--- src/ssw_pkg.sv ---
// Shared constants and types for the serial-controlled 16-channel low-side switch core.
// Assumes a 50 MHz core clock; only the over-voltage filter time is derived from that rate.
package ssw_pkg;

   localparam int          SSW_WORD_W     = 24;
   localparam int          SSW_CH_N       = 16;
   localparam int          SSW_CMD_HI     = 23;
   localparam int          SSW_CMD_LO     = 18;
   localparam int          SSW_OV_RETRY_B = 16;
   localparam int          SSW_TH_RETRY_B = 17;
   localparam int          SSW_ANY_FLT_B  = 23;
   localparam int          SSW_OV_FLT_B   = 22;
   localparam int          SSW_CLK_MHZ    = 50;
   localparam int          SSW_OV_FILT_US = 50;
   // Over-voltage must persist longer than the filter time; floor, at least one cycle
   localparam int          SSW_OV_FILT_CYC = (SSW_OV_FILT_US * SSW_CLK_MHZ < 1) ? 1 : SSW_OV_FILT_US * SSW_CLK_MHZ;
   localparam int          SSW_OV_CNT_W   = $clog2(SSW_OV_FILT_CYC + 1);

   // Command selector codes
   localparam logic [5:0]  SSW_CMD_ONOFF  = 6'h00;
   localparam logic [5:0]  SSW_CMD_OLEN   = 6'h01;
   localparam logic [5:0]  SSW_CMD_RETRY  = 6'h02;
   localparam logic [5:0]  SSW_CMD_SFPD   = 6'h03;
   localparam logic [5:0]  SSW_CMD_PWMEN  = 6'h04;
   localparam logic [5:0]  SSW_CMD_ANDOR  = 6'h05;
   localparam logic [5:0]  SSW_CMD_RESET  = 6'h06;

   // Reset values of the command registers
   localparam logic [15:0] SSW_ONOFF_RST  = 16'h0000;
   localparam logic [15:0] SSW_OLEN_RST   = 16'h0000;
   localparam logic [15:0] SSW_SFPD_RST   = 16'hFFFF;
   localparam logic [15:0] SSW_PWMEN_RST  = 16'h0000;
   localparam logic [15:0] SSW_ANDOR_RST  = 16'h0000;

   // Per-channel fault inputs from the analog stages
   typedef struct packed {
      logic [15:0] overTemp;
      logic [15:0] overCurrent;
      logic [15:0] openLoad;
   } ssw_flt_t;

   // Command registers written by frames
   typedef struct packed {
      logic [15:0] onOff;
      logic [15:0] olEn;
      logic [15:0] sfpd;
      logic [15:0] pwmEn;
      logic [15:0] andOr;
      logic        ovRetry;
      logic        thRetry;
   } ssw_cfg_t;

endpackage

--- src/ssw_spi_ctrl.sv ---
// Serial control and fault reporting core of a 16-channel low-side switch.
// All pins are asynchronous to core_clk and are synchronised here; serial clock
// must stay well below core_clk/4 so every edge is seen.
`timescale 1ns/1ns

////////////////////////////////////////////////////////////////////////////////
// Contract
// - Serial output driven only while chip select low, released otherwise.
// - Chip select rising applies the shifted-in word to the outputs.
// - Chip select falling loads current fault status into the shift register.
// - Serial clock and input ignored while chip select high.
// - Serial input sampled on every serial clock falling edge.
// - Next fault bit shifted onto serial output on every rising edge.
// - Input register holds one 24-bit word; frame complete after 24 bits.
// - Fault word: any-fault bit 23, over-voltage 22, zeros 21..16, outputs 15..0.
// - Each transfer swaps 24-bit command and fault words, MSB first.
// - Faults report as one, healthy outputs as zero.
// - Output field one commands on, zero commands off.
// - Low serial-output supply holds reset with all drivers off.
// - Reset pin low switches outputs off and clears registers.
// - Over-voltage beyond filter time switches all outputs off while it lasts.
// - Over-voltage recovery resumes or stays off per retry bit.
// - Over-voltage shutdown sets over-voltage and any-fault flags.
// - Over-temperature shuts only that output; retry or stay off globally.
// - Over-current limits until thermal, then thermal handling and fault bit; core reports over-current on a driven output as a fault bit at once.
// - Open load reported for commanded-off outputs only.
// - Daisy chain: 24 bits per device, data passes through, applied on rise.
// - Command bits 23..18 select command, bits 15..0 per-output settings.
// - Retry command: bit 16 over-voltage recovery, bit 17 thermal retry.
module ssw_spi_ctrl
   import ssw_pkg::*;
#(
   parameter int OV_FILT_CYC = SSW_OV_FILT_CYC
)(
   input  wire logic        core_clk,
   input  wire logic        srst,
   input  wire logic        clkEn,
   input  wire logic        csN,
   input  wire logic        sclk,
   input  wire logic        si,
   output logic             soOut,
   output logic             soOe,
   input  wire logic        rstN,
   input  wire logic        serialOutputSupplyOk,
   input  wire logic        battOverVoltage,
   input  wire ssw_flt_t    chFault,
   output logic [15:0]      lowSideSwitchOutputs,
   output ssw_cfg_t         cfgOut,
   output logic             ovShutdown
);

   initial begin
      if (OV_FILT_CYC < 1 || OV_FILT_CYC >= (1 << SSW_OV_CNT_W)) begin
         $error("OV_FILT_CYC out of range");
      end
   end

   typedef struct packed {
      logic [2:0]                 csS;
      logic [2:0]                 sckS;
      logic [1:0]                 siS;
      logic [1:0]                 rstS;
      logic [1:0]                 supS;
      logic [1:0]                 ovS;
      ssw_flt_t                   fltS1;
      ssw_flt_t                   fltS2;
      logic [SSW_WORD_W-1:0]      sh;
      logic                       so;
      logic [4:0]                 bitCnt;
      ssw_cfg_t                   cfg;
      logic [15:0]                thermOff;
      logic [SSW_OV_CNT_W-1:0]    ovCnt;
      logic                       ovShut;
      logic                       ovFlag;
      logic [15:0]                drv;
   } ssw_state_t;

   localparam ssw_cfg_t CFG_RST = '{onOff: SSW_ONOFF_RST, olEn: SSW_OLEN_RST, sfpd: SSW_SFPD_RST,
                                   pwmEn: SSW_PWMEN_RST, andOr: SSW_ANDOR_RST, ovRetry: 1'b0, thRetry: 1'b0};

   ssw_state_t state_r;
   ssw_state_t state_nxt;

   // Assembles the fault word from live per-channel status
   function automatic logic [SSW_WORD_W-1:0] faultWord(input logic [15:0] chFlt, input logic ovF);
      logic [SSW_WORD_W-1:0] w;
      w = '0;
      w[15:0]          = chFlt;
      w[SSW_OV_FLT_B]  = ovF;
      w[SSW_ANY_FLT_B] = ovF | (|chFlt);
      return w;
   endfunction

   logic              csFall;
   logic              csRise;
   logic              sckFall;
   logic              sckRise;
   logic              csLow;
   logic              intRst;
   logic [15:0]       chFlt;
   logic [5:0]        cmdSel;
   logic [15:0]       cmdData;

   ////////////////////////////////////////////////////////////////////////////////
   // Edge detection on synchronised pins (second and third stages only)
   assign csFall  = state_r.csS[2] & ~state_r.csS[1];
   assign csRise  = ~state_r.csS[2] & state_r.csS[1];
   assign csLow   = ~state_r.csS[1];
   assign sckFall = state_r.sckS[2] & ~state_r.sckS[1];
   assign sckRise = ~state_r.sckS[2] & state_r.sckS[1];
   assign intRst  = ~state_r.rstS[1] | ~state_r.supS[1];

   assign cmdSel  = state_r.sh[SSW_CMD_HI:SSW_CMD_LO];
   assign cmdData = state_r.sh[15:0];

   always_comb begin
      state_nxt = state_r;

      // Double-flop synchronisers; stage 0 feeds only stage 1
      state_nxt.csS   = {state_r.csS[1:0], csN};
      state_nxt.sckS  = {state_r.sckS[1:0], sclk};
      state_nxt.siS   = {state_r.siS[0], si};
      state_nxt.rstS  = {state_r.rstS[0], rstN};
      state_nxt.supS  = {state_r.supS[0], serialOutputSupplyOk};
      state_nxt.ovS   = {state_r.ovS[0], battOverVoltage};
      state_nxt.fltS1 = chFault;
      state_nxt.fltS2 = state_r.fltS1;

      // Over-current on a driven output reports as fault
      // Open load only when commanded off and detect current enabled
      chFlt = state_r.thermOff
            | (state_r.fltS2.overCurrent & state_r.drv)
            | (state_r.fltS2.openLoad & ~state_r.cfg.onOff & state_r.cfg.olEn);

      // Serial activity only counts while chip select is low
      if (csLow) begin
         // Sample input on falling serial clock
         // Old contents move on toward the serial output
         if (sckFall) begin
            state_nxt.sh = {state_r.sh[SSW_WORD_W-2:0], state_r.siS[1]};
            // Count bits up to a full word
            if (state_r.bitCnt < 5'(SSW_WORD_W)) begin
               state_nxt.bitCnt = state_r.bitCnt + 5'd1;
            end
         end
         // Present next bit on rising serial clock
         if (sckRise) begin
            state_nxt.so = state_r.sh[SSW_WORD_W-1];
         end
      end

      // Snapshot faults as the frame opens
      // Loaded only here, never refreshed mid-frame
      if (csFall) begin
         state_nxt.sh     = faultWord(chFlt, state_r.ovFlag);
         state_nxt.so     = state_nxt.sh[SSW_WORD_W-1];
         state_nxt.bitCnt = '0;
         // Reported flag is consumed; a standing shutdown sets it again below
         state_nxt.ovFlag = 1'b0;
      end

      // Apply command on chip select rising
      if (csRise && state_r.bitCnt == 5'(SSW_WORD_W)) begin
         unique case (cmdSel)
            // One is on, zero is off
            SSW_CMD_ONOFF: begin
               state_nxt.cfg.onOff = cmdData;
               // A fresh command re-arms latched thermal shutdowns
               state_nxt.thermOff  = state_r.thermOff & cmdData & state_r.fltS2.overTemp;
            end
            SSW_CMD_OLEN:  state_nxt.cfg.olEn  = cmdData;
            SSW_CMD_RETRY: begin
               state_nxt.cfg.ovRetry = state_r.sh[SSW_OV_RETRY_B];
               state_nxt.cfg.thRetry = state_r.sh[SSW_TH_RETRY_B];
            end
            SSW_CMD_SFPD:  state_nxt.cfg.sfpd  = cmdData;
            SSW_CMD_PWMEN: state_nxt.cfg.pwmEn = cmdData;
            SSW_CMD_ANDOR: state_nxt.cfg.andOr = cmdData;
            SSW_CMD_RESET: begin
               state_nxt.cfg      = CFG_RST;
               state_nxt.thermOff = '0;
            end
            default: begin
            end
         endcase
      end

      // Per-output thermal shutdown with global retry choice
      // Current-limited output reaching thermal limit lands here
      state_nxt.thermOff = state_nxt.thermOff | (state_r.fltS2.overTemp & state_r.cfg.onOff);
      if (state_r.cfg.thRetry) begin
         state_nxt.thermOff = state_nxt.thermOff & state_r.fltS2.overTemp;
      end

      if (state_r.ovS[1]) begin
         if (state_r.ovCnt < SSW_OV_CNT_W'(OV_FILT_CYC)) begin
            state_nxt.ovCnt = state_r.ovCnt + 1'b1;
         end else begin
            state_nxt.ovShut = 1'b1;
         end
      end else begin
         state_nxt.ovCnt = '0;
         if (state_r.ovShut) begin
            state_nxt.ovShut = 1'b0;
            if (!state_r.cfg.ovRetry) begin
               state_nxt.cfg.onOff = '0;
            end
         end
      end
      // Flag set wins over the capture clear
      if (state_nxt.ovShut) begin
         state_nxt.ovFlag = 1'b1;
      end

      state_nxt.drv = state_nxt.cfg.onOff & ~state_nxt.thermOff & ~{16{state_nxt.ovShut}};

      // Supply low: drivers off, registers cleared
      // Reset pin low: drivers off, registers cleared
      if (intRst) begin
         state_nxt.sh       = '0;
         state_nxt.so       = 1'b0;
         state_nxt.bitCnt   = '0;
         state_nxt.cfg      = CFG_RST;
         state_nxt.thermOff = '0;
         state_nxt.ovCnt    = '0;
         state_nxt.ovShut   = 1'b0;
         state_nxt.ovFlag   = 1'b0;
         state_nxt.drv      = '0;
      end
   end

   always_ff @(posedge core_clk) begin
      if (srst) begin
         // Pins idle: chip select high, reset released, supply good
         state_r      <= '0;
         state_r.csS  <= 3'b111;
         state_r.rstS <= 2'b11;
         state_r.supS <= 2'b11;
         state_r.cfg  <= CFG_RST;
      end else if (clkEn) begin
         state_r <= state_nxt;
      end
   end

   ////////////////////////////////////////////////////////////////////////////////
   // Outputs
   // Drive serial output only during the frame
   assign soOe                 = csLow;
   assign soOut                = state_r.so;
   assign lowSideSwitchOutputs = state_r.drv;
   assign cfgOut               = state_r.cfg;
   assign ovShutdown           = state_r.ovShut;

endmodule

--- config.mk ---
export PLATFORM = sky130hd
export DESIGN_NAME = ssw_spi_ctrl
export DESIGN_NICKNAME = d
export VERILOG_FILES = /design/src/ssw_pkg.sv /design/src/ssw_spi_ctrl.sv
export SDC_FILE = /design/constraint.sdc
export NUM_CORES = 1
export LEC_CHECK = 0
export BUFFER_PORTS_ARGS = -buffer_cell sky130_fd_sc_hd__buf_2
export CORE_MARGIN = 10
export CORE_UTILIZATION = 54
export CTS_BUF_LIST = sky130_fd_sc_hd__clkbuf_4
export DETAILED_ROUTE_END_ITERATION = 10
export MAX_ROUTING_LAYER = met4
export PLACE_DENSITY = 0.89
export SLEW_MARGIN = 10
export SYNTH_ARGS = -nofsm -noshare
export SYNTH_HDL_FRONTEND = slang
export SYNTH_SLANG_ARGS = --single-unit
--- constraint.sdc ---
create_clock -name core_clk -period 2.1 [get_ports core_clk]
set_clock_uncertainty 0.1 [all_clocks]
set_input_delay 0 -clock core_clk [delete_from_list [all_inputs] [get_ports core_clk]]
set_output_delay 0 -clock core_clk [all_outputs]
set_load 0.02 [all_outputs]
==> reports/results.tsv <==
stage	metric	value	unit
status	status	complete, but fails checks	
status	failing checks	negative setup slack	
power_and_ir_drop	sw frac	25.2	%
logic_synthesis	number of synthesized register bits	268	
global_route	Global Route met1 Usage	30.8	%
logic_synthesis	Synth async-reset ratio	0	%
global_route	GRT Util Overall	25.4	%
critical_path	Reg2Reg Depth	5	
job	number of max-cap violations	0	
timing	Final Hold Fails	0	
power_and_ir_drop	worst vdd ir	358	uV
critical_path	CP Max Fanout	8	
critical_path	crit start category	flop	
cts	CTS H-tree lvls	3	
detailed_routing	detailed-route DRC error count	0	
cts	total CTS buffers	68	
critical_path	Slowest cell on crit path	or4_4	
global_route	met2 Use GR	37.7	%
critical_path	Critical Path AT	2.64	ns
cts	Clock Latency Late Sink	0.68	ns
hold_path	hold crit path type	input port to flop	
global_route	largest net degree at the start of global routing	74	
power_and_ir_drop	internal cell power	8.02	mW
timing	RSZ-0062 raised after global routing	true	
critical_path	kind of critical path	flop to flop	
cts	Max clock buf depth	3	
global_route	Top Usage Layer GRT	met2	
place	IO Port Bufs	157	
finish	nets	1578	
critical_path	ordered cell list for the critical path	or4_4 -> a211o_4 -> a21oi_4 -> o211a_4 -> a32o_1	
hold_path	WHS Path Cells	4	
timing	Final min period	2.16	ns
power_and_ir_drop	Reg power frac	49.5	%
cts	TritonCTS Sinks	268	
global_route	GRT met3 Usage	6.29	%
detailed_routing	Post-DRT Antenna Nets	0	
logic_synthesis	most common cell in the netlist	dfxtp_1	
timing	actual slew at the worst max-slew pin	0.807	ns
critical_path	slowest cell delay on critical path	0.54	ns
detailed_routing	DR pass1 iterations	6	
floorplanning	Core Footprint	21000	um2
timing	f_max	0.464	GHz
detailed_routing	Via density	5.85	
logic_synthesis	number of flops mapped to enable cells by yosys	0	
global_route	first-pass GRT wire length	56.7	mm
floorplanning	Initial Util	55.1	%
timing	Sum Neg Setup Slack	-0.341	ns
global_route	GR Overflow Total	0	
logic_synthesis	Top FF cell, synth	dfxtp_1	
critical_path	Critical Path RT	2.59	ns
place	post-DP HPWL	22.2	mm
timing	Final setup viols	17	
logic_synthesis	share of the synthesized area in the top cell type	46.4	%
logic_synthesis	area leader, netlist	dfxtp_1	
power_and_ir_drop	PwrDens	729	nW/um2
floorplanning	Die Wd	166	um
detailed_routing	DRT iter0 DRCs	1459	
power_and_ir_drop	Comb pwr share	9.6	%
detailed_routing	via count	10800	
power_and_ir_drop	Lkg Pwr	6.56	nW
critical_path	Levels on crit path	5	
logic_synthesis	Mapped Area	11600	um2
cts	Clock Root Buffer	clkbuf_4	
logic_synthesis	syn_nets	1315	
power_and_ir_drop	total power	10.7	mW
logic_synthesis	post-synthesis cell type count	58	
timing	slew margin rel.	46.1	%
logic_synthesis	ranking of synthesized cells by area	dfxtp_1 46%, mux2i_1 14%, buf_4 6.4%	
logic_synthesis	Ys Warns	0	
floorplanning	die area	27700	um2
cts	CTS tree	yes	
timing	final period utilization	103	%
critical_path	Buf/Inv on CP	0	
finish	layout cells sized above 1	22.7	%
detailed_routing	Avg WL per Cell	19.9	um
timing	Slew Limit Fails	0	
logic_synthesis	Cells after Synth	1255	
critical_path	Crit path max-delay family	compound AO/OA/AOI/OAI gates	
timing	hold slack	0.100	ns
floorplanning	num rows	53	
critical_path	crit path capture type	flop	
global_route	initial antenna violation count	2	
logic_synthesis	most frequent cells after synthesis	268 x dfxtp_1, 183 x nor2_1, 161 x mux2i_1	
cts	clock slew at reported path FFs	0.07	ns
timing	crit path setup slack, layout	-0.0555	ns
detailed_routing	Detailed Route WL	36.6	mm
logic_synthesis	Mean Syn Cell Area	9.22	um2
global_route	vias in the first global route	10600	
floorplanning	# IOs	158	
finish	Final Non-Filler Cells	1839	
place	placed instance count	1558	
power_and_ir_drop	NetSw	2.71	mW
finish	area delta synth->final	27.3	%
power_and_ir_drop	Clock Power Share	40.9	%
logic_synthesis	Seq/Total Area, Yosys	46.4	%
floorplanning	Die Height	166	um
place	Placer Congestion	0.974	
==> state kept, by name, indices dropped and copies added (netlist names) <==
register,count
lowSideSwitchOutputs,16
cmdData,16
soOut,1
cmdSel,6
cfgOut,82
state_r,90
state_nxt,56
ovShutdown,1
==> cell usage in the layout, fill, tap and decap left out, types with 3 or more instances in the layout <==
master and n:
dlygate4sd3_1 158, inv_1 12, a2111oi_2 3, nand2_1 135, and3_1 3, a211oi_1 3
a22oi_1 24, a21oi_1 60, xnor2_1 9, nor2_1 181, inv_2 3, buf_2 155
nor4_1 4, dfxtp_1 266, clkbuf_4 100, clkinv_1 8, a22o_1 32, a32o_1 18
clkbuf_16 3, buf_4 45, nand4_1 7, nand3_1 22, a221oi_2 13, mux2i_1 161
buf_12 3, o211ai_1 20, or3_1 15, o21ai_0 36
==> routing by layer <==
metal  up-vias  share of wire, %
met5         -                 0
met4         0               5.0
met3       151                10
met2       649                45
met1      5073                39
li1       4883                 -
==> worst min-delay path: stages <==
cell and delay (ns):
dlygate4sd3_1 0.53, buf_2 0.12, mux2i_1 0.06, nor2_1 0.11
==> area by class of cell <==
| type | instances | area (um2) |
|---|---|---|
| sequential | 268 | 5370 |
| fill | 1468 | 6290 |
| multi-input combinational | 799 | 5240 |
| antenna | 2 | 5.00 |
| inverter | 13 | 48.8 |
| clock inverter | 14 | 85.1 |
| clock buffer | 100 | 751 |
| timing repair buffer | 368 | 2890 |
| tap | 275 | 344 |
==> what timing repair did <==
item	4_1_cts	5_1_grt
hold endpoints to repair	191	0
hold buffers	172	0
pin swaps	3	20
endpoints found under the setup margin	30	105
buffers inserted	0	1
resized for setup	7	23
gates cloned	2	3
==> power groups by stage <==
stage | registers [mW] | logic [mW] | clock network (mW)
after global placement | 5.41 | 0.673 | 0
final | 5.31 | 1.03 | 4.39
after global routing | 5.32 | 1.11 | 4.73
after CTS | 5.30 | 0.983 | 4.42
after floorplan | 5.38 | 0.497 | 0
after detailed placement | 5.42 | 0.688 | 0
==> path summary, 6_finish.rpt <==
check	startpoint	to	slack (ns)
worst max-delay path	state_r[20]$_SDFFE_PP0P_	lowSideSwitchOutputs[15]$_SDFFE_PP0P_	-0.06
worst min-delay path	chFault[7]	state_nxt[165]$_SDFFE_PP0P_	0.10
worst max register to register	state_r[20]$_SDFFE_PP0P_	lowSideSwitchOutputs[15]$_SDFFE_PP0P_	-0.06
worst min register to register	cfgOut[2]$_SDFFE_PP0P_	cfgOut[2]$_SDFFE_PP0P_	0.36
==> per-stage QoR <==
stage               util, %  instance area, um2  worst slack, ns
floorplan                 -               11600          0.00694
global placement       57.3               12100          -0.0700
detailed placement     57.3               12100           -0.107
CTS                    69.8               14700          0.00194
global route           70.1               14700           -0.112
finish                 70.1               14700          -0.0555
==> cells by family after synthesis <==
family | synth area share, %
AO/OA/AOI/OAI | 14.5
flip-flops | 46.4
buffers and inverters | 9.72
AND/OR/NAND/NOR | 14.2
XOR/XNOR | 0.833
multiplexers | 14.0
adder cells (fa/ha/maj) | 0.324
Note: power is estimated with default switching activity, not from simulation.
